[src/inc/tls_params.svh]
// constants for the tape load sequencer
`ifndef TLS_PARAMS_SVH
`define TLS_PARAMS_SVH

// clock rate
`define TLS_CLK_MHZ 200

// durations in microseconds
`define TLS_DEBOUNCE_US 2000
`define TLS_LOAD_DELAY_US 500000
`define TLS_FAULT_US 4000000
`define TLS_HOLD_US 3000000

// register byte addresses
`define TLS_ADDR_CTRL 4'h0
`define TLS_ADDR_STATUS 4'h4

// control field positions
`define TLS_CTRL_DOUBLE 0
`define TLS_CTRL_CLR_LOADED 1
`define TLS_CTRL_OP_RESET 2

// reset values
`define TLS_CTRL_RESET 1'h0
`define TLS_STATUS_PAD 24'h000000
`define TLS_WORD_ZERO 32'h00000000

// timer counter width
`define TLS_CNT_W 32

`endif

[src/inc/tls_pkg.sv]
// types shared by the tape load sequencer
package tls_pkg;

  typedef struct packed {
    logic load_lamp;
    logic motor_relay;
    logic hold_expired;
    logic load_fault_n;
    logic load_delay_done;
    logic loaded_flag;
    logic threading_latch;
    logic vacuum_load_latch;
  } tls_status_s;

  typedef struct packed {
    logic pull_in;
    logic fault;
    logic hold;
  } tls_expire_s;

endpackage

[src/core/tls_timer.sv]
// elapsed-time counter, held clear while not running
`timescale 1ns/100ps
`include "tls_params.svh"

module tls_timer #(
  parameter logic [`TLS_CNT_W-1:0] LIMIT = 32'h00000010
) (
  // clock and reset
  input wire logic core_clk_in,
  input wire logic rst_in,
  // control
  input wire logic run_in,
  // results
  output logic done_out,
  output logic expire_out
);

  logic [`TLS_CNT_W-1:0] cnt_q;

  // counting stops at the limit so done stays a level
  always_ff @(posedge core_clk_in) begin
    if (rst_in || !run_in) begin
      cnt_q <= '0;
    end else if (cnt_q != LIMIT) begin
      cnt_q <= cnt_q + 1'b1;
    end
  end

  always_ff @(posedge core_clk_in) begin
    if (rst_in || !run_in) begin
      done_out <= 1'b0;
    end else begin
      done_out <= (cnt_q == LIMIT);
    end
  end

  always_ff @(posedge core_clk_in) begin
    if (rst_in || !run_in) begin
      expire_out <= 1'b0;
    end else begin
      expire_out <= (cnt_q == LIMIT - 1'b1);
    end
  end

endmodule

[src/core/tls_debounce.sv]
// switch synchroniser and debouncer, one pulse per press and release
`timescale 1ns/100ps
`include "tls_params.svh"

module tls_debounce #(
  parameter logic [`TLS_CNT_W-1:0] STABLE = 32'h00000010
) (
  // clock and reset
  input wire logic core_clk_in,
  input wire logic rst_in,
  // raw switch, high while pressed
  input wire logic sw_in,
  // one-cycle pulse on release after a press
  output logic pulse_out
);

  logic meta_q;
  logic sync_q;
  logic stable_q;
  logic [`TLS_CNT_W-1:0] cnt_q;

  always_ff @(posedge core_clk_in) begin
    if (rst_in) begin
      meta_q <= 1'b0;
      sync_q <= 1'b0;
    end else begin
      meta_q <= sw_in;
      sync_q <= meta_q;
    end
  end

  // contact bounce shorter than the window is ignored
  always_ff @(posedge core_clk_in) begin
    if (rst_in || sync_q == stable_q) begin
      cnt_q <= '0;
    end else begin
      cnt_q <= cnt_q + 1'b1;
    end
  end

  always_ff @(posedge core_clk_in) begin
    if (rst_in) begin
      stable_q <= 1'b0;
      pulse_out <= 1'b0;
    end else begin
      pulse_out <= 1'b0;
      if (sync_q != stable_q && cnt_q == STABLE) begin
        stable_q <= sync_q;
        pulse_out <= stable_q;
      end
    end
  end

endmodule

[src/core/tls_sequencer.sv]
// load sequence controller for a vacuum-column tape unit
// Behaviour
// a press and release of load sets the vacuum load latch
// threading latch held off while operator reset chain is active
// vacuum relay energized while the vacuum load latch is set
// reel pull-in low only with latch, interlock term and delay done
// load delay timer runs from the latch, done after it elapses
// reel drive commanded while reel pull-in is asserted
// fault timer from pull-in; expiry drops fault, aborts the load
// interlock before expiry ends pull-in, resets timer, no fault
// vacuum switches with latch assert motor connect, hold, relay
// interlock hold with power good keeps motor relay energized
// hold expiry sets hold-expired latch, clearing the vacuum latch
// single load: latch clear while unloaded sets threading, loaded
// double load: second press while unloaded sets threading, loaded
// threading latch requests forward capstan motion
// marker rise while threading clears it, stops tape, lights lamp
// blower runs exactly while the vacuum relay is energized
// power good releases relay latch and control state
// marker stop reset also from its chain, drives rewind clear
// load switch synchronised, debounced, one pulse per press
// timer durations are parameters counted in clock cycles
`timescale 1ns/100ps
`include "tls_params.svh"

module tls_sequencer #(
  // durations in cycles
  parameter logic [`TLS_CNT_W-1:0] DEBOUNCE_CYC =
    `TLS_CNT_W'(`TLS_DEBOUNCE_US * `TLS_CLK_MHZ),
  parameter logic [`TLS_CNT_W-1:0] LOAD_DELAY_CYC =
    `TLS_CNT_W'(`TLS_LOAD_DELAY_US * `TLS_CLK_MHZ),
  parameter logic [`TLS_CNT_W-1:0] FAULT_CYC =
    `TLS_CNT_W'(`TLS_FAULT_US * `TLS_CLK_MHZ),
  parameter logic [`TLS_CNT_W-1:0] HOLD_CYC =
    `TLS_CNT_W'(`TLS_HOLD_US * `TLS_CLK_MHZ)
) (
  // clock and reset
  input wire logic core_clk_in,
  input wire logic rst_in,
  // avalon-mm slave
  input wire logic [3:0] avs_address_in,
  input wire logic avs_read_in,
  input wire logic avs_write_in,
  input wire logic [31:0] avs_writedata_in,
  input wire logic [3:0] avs_byteenable_in,
  output logic [31:0] avs_readdata_out,
  output logic avs_waitrequest_out,
  // operator and sensors
  input wire logic load_switch_in,
  input wire logic operator_reset_in,
  input wire logic [1:0] vacuum_switch_in,
  input wire logic marker_detected_in,
  input wire logic power_good_reset_in,
  // relays and drives
  output logic vacuum_relay_out,
  output logic blower_out,
  output logic motor_relay_out,
  output logic reel_pull_in_n_out,
  output logic reel_drive_out,
  output logic capstan_fwd_out,
  // status lines
  output logic load_fault_n_out,
  output logic motor_connect_n_out,
  output logic rewind_clear_out,
  output logic load_lamp_out
);

  logic load_pulse;
  logic delay_done;
  logic fault_done;
  logic fault_expire;
  logic hold_expire;
  logic power_good;

  logic vacuum_load_latch_q;
  logic threading_latch_q;
  logic loaded_flag_q;
  logic load_fault_n_q;
  logic hold_expired_q;
  logic hold_run_q;
  logic motor_relay_q;
  logic load_lamp_q;
  logic motor_connect_n_q;
  logic marker_q;
  logic double_load_q;
  logic sw_clr_loaded_q;
  logic sw_op_reset_q;

  logic vacuum_switch_closed;
  logic interlock_active;
  logic interlock_hold;
  logic operator_reset_chain;
  logic reel_pull_in;
  logic motor_connect;
  logic marker_rise;
  logic marker_stop_reset;
  logic vac_clear;
  logic vac_set;
  logic thread_set;
  tls_pkg::tls_status_s status;

  // load switch debounce
  tls_debounce #(
    .STABLE(DEBOUNCE_CYC)
  ) u_load_sw (
    .core_clk_in(core_clk_in),
    .rst_in(rst_in),
    .sw_in(load_switch_in),
    .pulse_out(load_pulse)
  );

  // load delay timer
  tls_timer #(
    .LIMIT(LOAD_DELAY_CYC)
  ) u_delay (
    .core_clk_in(core_clk_in),
    .rst_in(rst_in),
    .run_in(vacuum_load_latch_q),
    .done_out(delay_done),
    .expire_out()
  );

  // load fault timer
  tls_timer #(
    .LIMIT(FAULT_CYC)
  ) u_fault (
    .core_clk_in(core_clk_in),
    .rst_in(rst_in),
    .run_in(reel_pull_in),
    .done_out(fault_done),
    .expire_out(fault_expire)
  );

  // hold single shot
  tls_timer #(
    .LIMIT(HOLD_CYC)
  ) u_hold (
    .core_clk_in(core_clk_in),
    .rst_in(rst_in),
    .run_in(hold_run_q),
    .done_out(),
    .expire_out(hold_expire)
  );

  // power good qualifies the sequence latches, not the edge flops, the output flops or the control register
  assign power_good = power_good_reset_in;

  assign vacuum_switch_closed = &vacuum_switch_in;

  // interlock hold term
  assign interlock_hold = motor_relay_q & vacuum_switch_closed;

  // high until the relay pulls in with the loop in range
  assign interlock_active = ~interlock_hold;

  // reset chain
  assign operator_reset_chain = operator_reset_in | sw_op_reset_q |
    ~motor_relay_q;

  // pull-in gate, R8 interlock ends it
  assign reel_pull_in = vacuum_load_latch_q & interlock_active &
    delay_done & load_fault_n_q;

  // motor connect
  assign motor_connect = vacuum_load_latch_q & vacuum_switch_closed;

  // marker edge while threading
  assign marker_rise = marker_detected_in & ~marker_q;

  // marker stop reset and its chain
  assign marker_stop_reset = (marker_rise & threading_latch_q) |
    operator_reset_in | sw_op_reset_q;

  // abort and R11 hold expiry clear the vacuum latch
  assign vac_clear = fault_expire | hold_expire;

  // first press starts the sequence
  assign vac_set = load_pulse & ~vacuum_load_latch_q &
    ~loaded_flag_q & operator_reset_chain;

  // single load, R13 double load
  always_comb begin
    thread_set = 1'b0;
    if (!loaded_flag_q && !operator_reset_chain) begin
      if (double_load_q) begin
        thread_set = load_pulse;
      end else begin
        thread_set = hold_expire & vacuum_load_latch_q;
      end
    end
  end

  // vacuum load latch, R7 R11 clears win over a press
  always_ff @(posedge core_clk_in) begin
    if (rst_in || !power_good) begin
      vacuum_load_latch_q <= 1'b0;
    end else if (vac_clear) begin
      vacuum_load_latch_q <= 1'b0;
    end else if (vac_set) begin
      vacuum_load_latch_q <= 1'b1;
    end
  end

  // threading latch
  always_ff @(posedge core_clk_in) begin
    if (rst_in || !power_good) begin
      threading_latch_q <= 1'b0;
    end else if (marker_stop_reset || operator_reset_chain) begin
      threading_latch_q <= 1'b0;
    end else if (thread_set) begin
      threading_latch_q <= 1'b1;
    end
  end

  // loaded flag, set wins over software clear
  always_ff @(posedge core_clk_in) begin
    if (rst_in || !power_good) begin
      loaded_flag_q <= 1'b0;
    end else if (thread_set) begin
      loaded_flag_q <= 1'b1;
    end else if (sw_clr_loaded_q || operator_reset_in) begin
      loaded_flag_q <= 1'b0;
    end
  end

  // fault stays low until the next load attempt
  always_ff @(posedge core_clk_in) begin
    if (rst_in || !power_good) begin
      load_fault_n_q <= 1'b1;
    end else if (fault_expire) begin
      load_fault_n_q <= 1'b0;
    end else if (vac_set) begin
      load_fault_n_q <= 1'b1;
    end
  end

  // hold single shot trigger on motor connect edge
  always_ff @(posedge core_clk_in) begin
    if (rst_in || !power_good) begin
      hold_run_q <= 1'b0;
    end else if (hold_expire) begin
      hold_run_q <= 1'b0;
    end else if (motor_connect && motor_connect_n_q) begin
      hold_run_q <= 1'b1;
    end
  end

  // hold expired latch
  always_ff @(posedge core_clk_in) begin
    if (rst_in || !power_good) begin
      hold_expired_q <= 1'b0;
    end else if (hold_expire) begin
      hold_expired_q <= 1'b1;
    end else if (vac_set) begin
      hold_expired_q <= 1'b0;
    end
  end

  // motor relay latch
  always_ff @(posedge core_clk_in) begin
    if (rst_in || !power_good) begin
      motor_relay_q <= 1'b0;
    end else begin
      motor_relay_q <= motor_connect | interlock_hold;
    end
  end

  always_ff @(posedge core_clk_in) begin
    if (rst_in) begin
      motor_connect_n_q <= 1'b1;
      marker_q <= 1'b0;
    end else begin
      motor_connect_n_q <= ~motor_connect;
      marker_q <= marker_detected_in;
    end
  end

  // load lamp lights at the marker stop
  always_ff @(posedge core_clk_in) begin
    if (rst_in || !power_good) begin
      load_lamp_q <= 1'b0;
    end else if (marker_rise && threading_latch_q) begin
      load_lamp_q <= 1'b1;
    end else if (!loaded_flag_q) begin
      load_lamp_q <= 1'b0;
    end
  end

  // relay and drive outputs
  always_ff @(posedge core_clk_in) begin
    if (rst_in) begin
      vacuum_relay_out <= 1'b0;
      blower_out <= 1'b0;
      motor_relay_out <= 1'b0;
    end else begin
      vacuum_relay_out <= vacuum_load_latch_q;
      blower_out <= vacuum_load_latch_q;
      motor_relay_out <= motor_relay_q;
    end
  end

  // drive outputs
  always_ff @(posedge core_clk_in) begin
    if (rst_in) begin
      reel_pull_in_n_out <= 1'b1;
      reel_drive_out <= 1'b0;
      capstan_fwd_out <= 1'b0;
    end else begin
      reel_pull_in_n_out <= ~reel_pull_in;
      reel_drive_out <= reel_pull_in;
      capstan_fwd_out <= threading_latch_q & ~marker_stop_reset;
    end
  end

  // rewind clear follows the marker stop reset
  always_ff @(posedge core_clk_in) begin
    if (rst_in) begin
      load_fault_n_out <= 1'b1;
      motor_connect_n_out <= 1'b1;
      rewind_clear_out <= 1'b0;
      load_lamp_out <= 1'b0;
    end else begin
      load_fault_n_out <= load_fault_n_q;
      motor_connect_n_out <= ~motor_connect;
      rewind_clear_out <= marker_stop_reset;
      load_lamp_out <= load_lamp_q;
    end
  end

  // control register; strobes last one cycle, committed at the answer edge
  always_ff @(posedge core_clk_in) begin
    if (rst_in) begin
      double_load_q <= `TLS_CTRL_RESET;
      sw_clr_loaded_q <= 1'b0;
      sw_op_reset_q <= 1'b0;
    end else begin
      sw_clr_loaded_q <= 1'b0;
      sw_op_reset_q <= 1'b0;
      if (avs_write_in && !avs_waitrequest_out &&
          avs_address_in == `TLS_ADDR_CTRL && avs_byteenable_in[0]) begin
        double_load_q <= avs_writedata_in[`TLS_CTRL_DOUBLE];
        sw_clr_loaded_q <= avs_writedata_in[`TLS_CTRL_CLR_LOADED];
        sw_op_reset_q <= avs_writedata_in[`TLS_CTRL_OP_RESET];
      end
    end
  end

  assign status = '{
    load_lamp: load_lamp_q,
    motor_relay: motor_relay_q,
    hold_expired: hold_expired_q,
    load_fault_n: load_fault_n_q,
    load_delay_done: delay_done,
    loaded_flag: loaded_flag_q,
    threading_latch: threading_latch_q,
    vacuum_load_latch: vacuum_load_latch_q
  };

  // one wait cycle keeps read data straight from a flop
  always_ff @(posedge core_clk_in) begin
    if (rst_in) begin
      avs_waitrequest_out <= 1'b1;
    end else if ((avs_read_in || avs_write_in) && avs_waitrequest_out) begin
      avs_waitrequest_out <= 1'b0;
    end else begin
      avs_waitrequest_out <= 1'b1;
    end
  end

  // unmapped addresses read as zero
  always_ff @(posedge core_clk_in) begin
    if (rst_in) begin
      avs_readdata_out <= `TLS_WORD_ZERO;
    end else if (avs_read_in && avs_waitrequest_out) begin
      case (avs_address_in)
        `TLS_ADDR_CTRL: begin
          avs_readdata_out <= {31'h00000000, double_load_q};
        end
        `TLS_ADDR_STATUS: begin
          avs_readdata_out <= {`TLS_STATUS_PAD, status};
        end
        default: begin
          avs_readdata_out <= `TLS_WORD_ZERO;
        end
      endcase
    end
  end

  // fault_done is only a level view of the same timer
  logic unused_ok;
  assign unused_ok = fault_done & interlock_active;

endmodule

[config.mk]
export PLATFORM = sky130hd
export DESIGN_NAME = tls_sequencer
export DESIGN_NICKNAME = d
export VERILOG_FILES = /design/src/inc/tls_pkg.sv /design/src/core/tls_timer.sv /design/src/core/tls_debounce.sv /design/src/core/tls_sequencer.sv
export VERILOG_INCLUDE_DIRS = /design/src /design/src/inc
export SDC_FILE = /design/constraint.sdc
export NUM_CORES = 1
export LEC_CHECK = 0
export BUFFER_PORTS_ARGS = -buffer_cell sky130_fd_sc_hd__clkbuf_2
export CAP_MARGIN = 20
export CORE_UTILIZATION = 58
export DETAILED_ROUTE_END_ITERATION = 7
export PLACE_DENSITY = 0.8
export SYNTH_ARGS = -nofsm -noshare
export SYNTH_HDL_FRONTEND = slang
export SYNTH_SLANG_ARGS = --single-unit
[constraint.sdc]
create_clock -name core_clk_in -period 2.74 [get_ports core_clk_in]
set_clock_uncertainty 0.05 [all_clocks]
set_input_delay 0.411 -clock core_clk_in [delete_from_list [all_inputs] [get_ports core_clk_in]]
set_output_delay 0.411 -clock core_clk_in [all_outputs]
set_load 0.1 [all_outputs]
# Word-level counts from Yosys, hierarchy flattened
# Cells that the tools add are included.
# word_totals
ff_bits	189
in_bits	50
out_inout_bits	43
word_cells	123
# op_classes
addsub	4
n_eq_ne	11
mux	12
n_bitwise	28
reduce_logical	34
# ops
op	count
adder 32 x 1 -> 32 bit, second input constant	4
equality test 32 x 30 -> 1 bit, second input constant	2
!= test 32 x 30 -> 1 bit, second input constant	2
equality test 32 x 19 -> 1 bit, second input constant	1
equality test 32 x 27 -> 1 bit, second input constant	1
!= test 32 x 27 -> 1 bit, second input constant	1
case mux 8 bit (2 select lines)	1
AND 1 bit	12
2-to-1 mux 1 bit	11
inverter 1 bit	10
OR reduction 2 bit	5
logical AND 1 bit	9
logical OR 1 bit	8
zero test 1 bit	7
OR 1 bit	6
nonzero test 2 bit	3
equality test 4 x 3 -> 1 bit, second input constant	1
zero test 4 bit	1
!= test 2 x 1 -> 1 bit, second input constant	1
AND reduction 2 bit	1
equality test 1 bit	1
!= test 1 bit	1

# Longest topological paths before layout
# Gate-level depths: netlist of run 1.
# logic_depth
ltp_word	8
ltp_mapped	7
ltp_nobuf	7

# Modules after synthesis
# Synthesis of run 1 repeated with hierarchy kept, for this count alone.
# hier_totals
cells_unflattened	915
area_unflattened_um2	8070.2
# by_module_without_submodules
mod	instances	cells_each	area_per_inst_um2	seq_area_each_um2
tls_timer (u_fault)	1	200	1732.9	680.7
tls_timer (u_delay)	1	204	1720.4	680.7
tls_debounce	1	199	1707.9	720.7
tls_timer (u_hold)	1	184	1651.6	680.7
tls_sequencer	1	128	1257.5	600.6

# Worst setup path after synthesis of run 1
# Ideal clock, no wire load.
# synth_path
path_kind	reg-to-reg
startpoint	reg u_delay.cnt_q[7]
endpoint	reg u_delay.cnt_q[31]
setup_ns	0.070
arrival_time_ns	1.786
t_required_ns	2.620
path_slack_ns	0.834
stages_incl_launch_ff	7
n_path_buf	1
period_less_slack_ns	1.906
cell_sequence	dfxtp_1 > nand4_1 > or3_1 > buf_6 > or3_1 > or3_1 > a21oi_1
# synth_between
elab_chain_cells	1
word_cells_on_any_way	2
cone_classes	add/sub (1); eq/ne (1)
# synth_rtl
item	line_no	text
start, declared	tls_timer.sv:18	logic [`TLS_CNT_W-1:0] cnt_q;
start signal, assigned	tls_timer.sv:25	cnt_q <= cnt_q + 1'b1;
adder 32 x 1 -> 32 bit / != test 32 x 27 -> 1 bit (equally long branches)	tls_timer.sv:25, tls_timer.sv:24	
# Parallel ways exist; a longest one is shown, timed or not.
# A chain may end at the register's enable or synchronous reset.

# Final worst setup path of run 1
# layout_path
startpoint	reg u_hold.cnt_q[17]
endpoint	reg u_hold.cnt_q[30]
# layout_between
elab_chain_cells	1
word_cells_on_any_way	2
cone_classes	add/sub (1); eq/ne (1)
# layout_rtl
item	line_no
start, declared	tls_timer.sv:18
start signal, assigned	tls_timer.sv:25
adder 32 x 1 -> 32 bit / != test 32 x 30 -> 1 bit (equally long branches)	tls_timer.sv:25, tls_timer.sv:24
# Parallel ways exist; a longest one is shown, timed or not.

==> results.tsv, run 1 <==
metric	value	unit
CTS tree	done	
core area	0.0123	mm2
CP endpoint kind	flip-flop	
Synth Instances	855	
CTS resizes	0	
H-tree levels	4	
Leakage	2.64	nW
CTS hold repair buffers	0	
type of origin of the critical path	flip-flop	
Mapped Avg Cell Area	8.70	um2
die height	115	um
met3 Usage GRT	6.80	%
met2 Usage GRT	40.9	%
worst slack, placed	618	ps
Crit Path Max Fanout	8	
Wirelength per Cell	13.9	um
Max rail drop VDD	0.411	mV
Synth Register Bits	165	
gr busiest metal	met2	
# IOs	93	
final worst slack	566	ps
Detailed Place HPWL	9.67	mm
Min-Delay Path Class	input pin to flip-flop	
area of the multi-input gates	0.00382	mm2
number of setup violations in the final report	0	
Post-Route WL	14.9	mm
DRC	0	
Placed Cells	1044	
Ys Warns	0	
vias in the first global route	5560	
GR Overflow Total	0	
Critical Path RT	3000	ps
# diodes	0	
Pwr Density	632	mW/mm2
share of the synthesized area in the top cell type	44.4	%
fin cells	1076	
root buffer cell	clkbuf_16	
Area Overhead vs Synth	12.7	%
DR vias/cell	5.50	
Max clock buf depth	2	
Pwr Total	5.29	mW
main area contributors after synthesis	dfxtp_1, xnor2_1, nor2_1	
post-CTS setup buffers	0	
Buffers on Ports	36	
RSZ-0062 raised after global routing	no	
Fmax	460	MHz
nets	953	
sequential cell area fraction in the yosys report	44.4	%
utilization after layout	68.4	%
number of max-cap violations	0	
starting density of the core	60.6	%
clock transition at the registers of the reported paths	60	ps
1st-iter DRT viols	436	
largest net degree at the start of global routing	33	
Placer Congestion	0.810	
layout cells sized above 1	10.9	%
total CTS buffers	17	
initial antenna violation count	0	
Worst Tran Pin Value	832	ps
ANT nets after route	0	
sequential cell area	0.00330	mm2
die width	115	um
Final Cycle Share	79.3	%
Slew Limit Headroom	44.1	%
drt first pass iters	5	
worst setup path category	flip-flop to flip-flop	
overall routing resource usage	24.4	%
clk sinks	165	
first-pass GRT wire length	25.5	mm
Setup TNS	0	ps
met1 GRT Util	29.7	%
Critical Path AT	2430	ps
die area	0.0133	mm2
final-report hold violation count	0	
status	finished, final reports clean	
pins over their slew limit	0	
fillcell total	977	
Synth Cell Area	0.00744	mm2
post-synth cell types	46	
Synth area leader	dfxtp_1	
DR vias	5916	
Min Clock Period, post-route	2170	ps
site row count	40	
Worst-Skew Late Latency	430	ps
[layer usage]
layer,part of all wire (%),vias up,routed length [um]
li1,-,2999,-
met1,46,2776,6890
met2,48,112,7140
met3,4.2,29,623
met4,1.8,0,263
met5,0,-,0
[through the flow]
stage                     hold WS [ps]  instance area, um2
final                              145                8380
after global routing               142                8380
after CTS                          138                8380
after detailed placement           389                7700
after global placement             369                7700
after floorplan                    350                7520
[where the power goes]
part           total, mW  internal [mW]  switching (mW)
combinational      0.203         0.0183           0.185
clock               2.68           1.72           0.968
sequential          2.41           2.40         0.00359
[flip-flops by register name, indices dropped and copies added (netlist names), 8 cells and up]
| register | flops |
|---|---|
| u_load_sw.cnt_q | 32 |
| avs_readdata_out | 8 |
| u_fault.cnt_q | 32 |
| u_delay.cnt_q | 32 |
| u_hold.cnt_q | 32 |
[cell usage after synthesis (all sizes together)]
cell type  instances
or2                3
a22oi              7
or4                3
nor4b             12
nand3             39
nor2b              7
o211ai             3
xnor2             61
nand2             61
nor4              39
o21ai             14
and4bb             1
dfxtp            165
a31oi              1
and2              10
and4              15
nor3              25
nand3b             2
nand4b             1
mux2               2
or3               19
xor2              44
and3              11
a41oi              1
nor2             142
nand4             43
ha                 8
mux2i              5
clkbuf            18
a211oi             1
o2111a             1
a21oi             21
a2111oi            1
conb               1
buf               31
nor4bb             4
inv               28
or3b               2
nand2b             3
[cells by family (layout without fill, tap and decap cells)]
logic type	count (synthesis)	in the layout	synth area share (%)
AND/OR/NAND/NOR	442	442	31.6
flip-flops	165	165	44.4
XOR/XNOR	105	105	12.4
buffers and inverters	77	107	5.32
AO/OA/AOI/OAI	50	50	3.94
adder cells (fa/ha/maj)	8	8	1.35
multiplexers	7	7	0.976
other	1	24	0.0504
[final timing paths]
| check | cells past startpoint | start | slack (ps) | to |
|---|---|---|---|---|
| hold / removal | 2 | avs_write_in | 150 | avs_waitrequest_out |
| setup reg to reg | 5 | u_hold.cnt_q[17] | 570 | u_hold.cnt_q[30] |
| hold reg to reg | 1 | u_fault.expire_out | 400 | vacuum_load_latch_q |
| setup / recovery | 5 | u_hold.cnt_q[17] | 570 | u_hold.cnt_q[30] |
[cell type report]
| type | count | area share (%) |
|---|---|---|
| multi-input combinational | 636 | 45.6 |
| sequential | 165 | 39.4 |
| clock buffer | 21 | 5.73 |
| timing repair buffer | 47 | 3.13 |
| tap | 168 | 2.51 |
| clock inverter | 11 | 2.34 |
| inverter | 28 | 1.25 |
[layout by cell type, fill, tap and decap left out, types with 14 or more instances in the layout]
master and count:
dfxtp_1 165, nor2_1 142, nand2_1 61, xnor2_1 61
xor2_1 44, nand4_1 43, nand3_1 39, clkbuf_2 36
nor4_1 30, inv_1 28, nor3_1 24, conb_1 24
a21oi_1 21, or3_1 18, clkbuf_16 17, and4_1 15
o21ai_0 14
[worst max-delay path: stages (launching register included)]
cell	delay, ps
dfxtp_1	430
nand4_1	180
or4_1	780
nor4_2	390
xnor2_1	160
nor2_1	50
Note: power is estimated with default switching activity, not from simulation.
==> run 2: changes to the inputs <==
--- a/config.mk
+++ b/config.mk
@@ -6,11 +6,12 @@
 export SDC_FILE = /design/constraint.sdc
 export NUM_CORES = 1
 export LEC_CHECK = 0
+export ABC_AREA = 1
 export BUFFER_PORTS_ARGS = -buffer_cell sky130_fd_sc_hd__clkbuf_2
 export CAP_MARGIN = 20
-export CORE_UTILIZATION = 58
+export CORE_UTILIZATION = 54
 export DETAILED_ROUTE_END_ITERATION = 7
-export PLACE_DENSITY = 0.8
+export PLACE_DENSITY = 0.77
 export SYNTH_ARGS = -nofsm -noshare
 export SYNTH_HDL_FRONTEND = slang
 export SYNTH_SLANG_ARGS = --single-unit
==> constraint.sdc (replaced) <==
create_clock -name core_clk_in -period 1.7 [get_ports core_clk_in]
set_clock_uncertainty 0.05 [all_clocks]
set_input_delay 0.255 -clock core_clk_in [delete_from_list [all_inputs] [get_ports core_clk_in]]
set_output_delay 0.255 -clock core_clk_in [all_outputs]
set_load 0.1 [all_outputs]
==> results.tsv, run 2 <==
metric	value	unit
status	finished, final reports clean	
worst hold start	avs_writedata_in[0]	
Crit Path Max Fanout	8	
initial antenna violation count	0	
Leakage	3.31	nW
most common cell in the netlist	nand2_1	
Max rail drop VDD	0.775	mV
Worst-Skew Late Latency	430	ps
clock transition at the registers of the reported paths	60	ps
site row count	46	
CTS tree	done	
switching part of the total	23.3	%
Clock power frac	48.6	%
die width	131	um
total CTS buffers	17	
Min-Delay Path Class	input pin to flip-flop	
drt first pass iters	7	
worst setup path category	flip-flop to flip-flop	
largest net degree at the start of global routing	22	
# diodes	0	
core area	0.0160	mm2
H-tree levels	4	
EDFF count, synth	0	
GR Overflow Total	0	
1st-iter DRT viols	663	
Setup TNS	0	ps
pins over their slew limit	0	
fillcell total	1507	
Mapped Avg Cell Area	6.25	um2
ANT nets after route	0	
layout cells sized above 1	7.66	%
DR vias	8754	
crit path launch	u_delay.cnt_q[1]	
clk sinks	165	
Pwr Density	847	mW/mm2
Min Clock Period, post-route	1610	ps
Synth Register Bits	165	
nets	1547	
die area	0.0171	mm2
sequential fraction of design power	45.9	%
number of setup violations in the final report	0	
Worst Tran Pin Value	567	ps
main area contributors after synthesis	dfxtp_1, nand2_1, nor2_1	
starting density of the core	55.8	%
top post-synthesis cells by count	nand2_1, nor2_1, dfxtp_1	
Slew Limit Headroom	62.1	%
r2r setup slk	90	ps
Synth Cell Area	0.00893	mm2
type of origin of the critical path	flip-flop	
vias in the first global route	7887	
Crit Reg-Reg Startpoint	u_delay.cnt_q[1]	
share of the synthesized area in the top cell type	37.0	%
root buffer cell	clkbuf_16	
Max clock buf depth	2	
die height	131	um
Final Cycle Share	94.6	%
Critical Path AT	1860	ps
Placer Congestion	0.971	
DR vias/cell	5.10	
hold_ws	7.88	ps
most frequent cells in the layout	nand2_1, nor2_1, dfxtp_1	
commonest non-fill, non-tap cell in the layout	nand2_1	
Async SR Flop Fraction	0	%
Post-Route WL	21.4	mm
number of max-cap violations	0	
Wirelength per Cell	12.5	um
# IOs	93	
overall routing resource usage	26.5	%
sequential cell area fraction in the yosys report	37.0	%
switching power total	1.98	mW
Area Overhead vs Synth	12.2	%
P_int	6.51	mW
Critical Path RT	1950	ps
post-synth cell types	37	
CP endpoint kind	flip-flop	
Buffers on Ports	36	
RSZ-0062 raised after global routing	no	
first-pass GRT wire length	35.3	mm
top_reg_cell synth	dfxtp_1	
Ys Warns	0	
combinational share of power	5.5	%
Fmax	622	MHz
Detailed Place HPWL	16.2	mm
Synth area leader	dfxtp_1	
final-report hold violation count	0	
DRC	0	
Synth Instances	1430	
run 2: logic make-up after synthesis:
logic type	count (synthesis)	share of synthesized area, %
xor gates and xnor gates	8	0.784
adders and majority gates	8	1.12
other	1	0.0420
AOI/OAI and AO/OA	171	9.83
buffers and inverters	196	9.45
and+or+nand+nor	881	41.8
DFF	165	37.0
run 2: path summary, 6_finish.rpt:
check                                         end  cells after the start
worst max register to register  u_delay.cnt_q[20]                      8
worst max-delay path            u_delay.cnt_q[20]                      8
worst min-delay path                double_load_q                      3
worst min register to register   u_load_sw.sync_q                      2
run 2: cell type report:
type / count / area [um2] / area share [%]
Tap cell: 216 / 270 / 2.70
Sequential cell: 165 / 3310 / 33.0
Timing Repair Buffer: 58 / 355 / 3.55
Multi-Input combinational cell: 1092 / 4880 / 48.7
Inverter: 155 / 582 / 5.80
Clock inverter: 7 / 145 / 1.45
Clock buffer: 24 / 482 / 4.81
run 2: power groups by stage:
stage	clock (mW)	combinational [mW]	sequential, mW
final	4.13	0.466	3.90
after global routing	4.35	0.485	3.90
after CTS	4.18	0.466	3.90
after detailed placement	0	0.457	3.99
after global placement	0	0.455	3.99
after floorplan	0	0.326	4.10
run 2: per-stage QoR:
stage	total power, mW	cell area, um2	setup WS (ps)	utilization (%)	instances
CTS	8.55	10000	104	62.5	1716
finish	8.49	10000	92.1	62.6	1717
global placement	4.44	9340	158	58.4	1681
global route	8.74	10000	1.87	62.6	1717
floorplan	4.42	9020	38.8	-	1453
detailed placement	4.44	9340	120	58.4	1681
run 2: critical path, stage by stage (launching register included):
cell,delay (ps)
dfxtp_1,370
ha_1,230
nand3_2,130
nor2_4,190
nand2_4,110
nor2_4,190
nand3_1,100
nand2_1,80
nor2_1,40
run 2: what timing repair did:
| item | in CTS | in global routing |
|---|---|---|
| endpoints found under the hold margin | 3 | 0 |
| hold buffers | 4 | 0 |
| gates resized for setup | 0 | 4 |
| buffers inserted | 0 | 1 |
| endpoints found under the setup margin | 0 | 5 |
run 2: metal layers:
layer / vias up / wire length [um] / GRT usage (%)
li1: 4588 / - / -
met1: 3903 / 9930 / 33.4
met2: 236 / 10100 / 45.0
met3: 27 / 1170 / 5.62
met4: 0 / 267 / 8.52
met5: - / 0 / 0
==> run 3: changes to the inputs <==
--- a/config.mk
+++ b/config.mk
@@ -9,6 +9,7 @@
 export ABC_AREA = 1
 export BUFFER_PORTS_ARGS = -buffer_cell sky130_fd_sc_hd__clkbuf_2
 export CAP_MARGIN = 20
+export CORE_ASPECT_RATIO = 1.2
 export CORE_UTILIZATION = 54
 export DETAILED_ROUTE_END_ITERATION = 7
 export PLACE_DENSITY = 0.77
==> results.tsv, run 3 (synthesis gave the netlist of run 2 again) <==
metric	value	unit
status	finished, final reports clean	
GR Overflow Total	0	
total CTS buffers	17	
layout cells sized above 1	7.81	%
Worst Tran Pin Value	572	ps
Min-Delay Path Class	input pin to flip-flop	
worst-path cell chain	clkbuf_2	
Max clock buf depth	2	
H-tree levels	4	
Post-Route WL	21.3	mm
Worst-Skew Late Latency	430	ps
Crit path max-delay family	buffers and inverters	
DR vias	8836	
vias in the first global route	8066	
1st-iter DRT viols	556	
DR vias/cell	5.16	
CP endpoint kind	output pin	
Fmax	629	MHz
CTS tree	done	
clk sinks	165	
die width	119	um
Slew Limit Headroom	62.0	%
Critical Path AT	1280	ps
Crit-path slowest cell	clkbuf_2	
clock transition at the registers of the reported paths	60	ps
Leakage	3.25	nW
nets	1545	
CP bufs+invs	1	
Max rail drop VDD	0.727	mV
Buffers on Ports	36	
DRC	0	
largest incremental delay on the critical path	480	ps
Final Cycle Share	93.5	%
pins over their slew limit	0	
RSZ-0062 raised after global routing	yes	
type of origin of the critical path	flip-flop	
final-report hold violation count	0	
root buffer cell	clkbuf_16	
die height	143	um
starting density of the core	55.1	%
drt first pass iters	5	
Min Clock Period, post-route	1590	ps
Crit Path Max Fanout	2	
worst setup path category	flip-flop to output pin	
number of max-cap violations	0	
overall routing resource usage	25.9	%
Detailed Place HPWL	16.3	mm
first-pass GRT wire length	35.7	mm
Wirelength per Cell	12.5	um
core area	0.0162	mm2
site row count	51	
Placer Congestion	0.937	
Finished Cell Area	0.00994	mm2
# diodes	0	
die area	0.0171	mm2
Area Overhead vs Synth	11.3	%
hold_ws	8.18	ps
largest net degree at the start of global routing	22	
initial antenna violation count	1	
most frequent cells in the layout	nand2_1, nor2_1, dfxtp_1	
ANT nets after route	0	
# IOs	93	
fin cells	1711	
number of setup violations in the final report	0	
Post-DP Area	0.00930	mm2
Placed Cells	1673	
Setup TNS	0	ps
commonest non-fill, non-tap cell in the layout	nand2_1	
Critical Path RT	1390	ps
Pwr Density	813	mW/mm2
[run 3: cell count changes in the layout (fill, tap and decap cells not counted), moves of 2 or more]
cell        delta
clkinv_2       +3
clkinvlp_4     +4
clkinv_4       -2
bufinv_16      -2
clkbuf_8       -2
buf_4          -2
[run 3: stage by stage]
step	utilization, %	worst slack (ps)	power (mW)
finish	61.3	110	8.08
global route	61.3	-35.7	8.32
detailed placement	57.4	70.4	4.44
CTS	61.1	88.5	8.13
global placement	57.4	124	4.44
floorplan	-	38.8	4.42
[run 3: timing repair]
action | in CTS | in global routing
hold endpoints to repair | 3 | 0
hold buffers | 4 | 0
setup endpoints to repair | 0 | 11
buffers inserted | 0 | 3
resized for setup | 0 | 7
[run 3: cell type report]
type	count	area (um2)
Multi-Input combinational cell	1092	4890
Clock inverter	9	105
Timing Repair Buffer	56	340
Tap cell	212	265
Clock buffer	22	454
Inverter	155	586
Fill cell	1549	6260
Sequential cell	165	3310
[run 3: path summary, 6_finish.rpt]
kind / from / end / slack, ps / cells past startpoint
setup / recovery: motor_connect_n_out / motor_connect_n_out / 110 / 1
hold / removal: avs_writedata_in[1] / sw_clr_loaded_q / 8 / 3
setup reg to reg: u_load_sw.cnt_q[5] / u_load_sw.cnt_q[17] / 130 / 6
hold reg to reg: u_load_sw.meta_q / u_load_sw.sync_q / 360 / 2
[run 3: power by group]
part	leakage (nW)	switching, mW	internal (mW)
clock network	0.262	1.53	2.18
registers	1.33	0.0129	3.89
logic	1.65	0.414	0.0498
[run 3: layer usage]
layer	share of wire, %	global-route usage [%]
met3	4.8	5.11
met1	43	30.5
met4	2.8	11.1
met2	49	45.7
met5	0	0
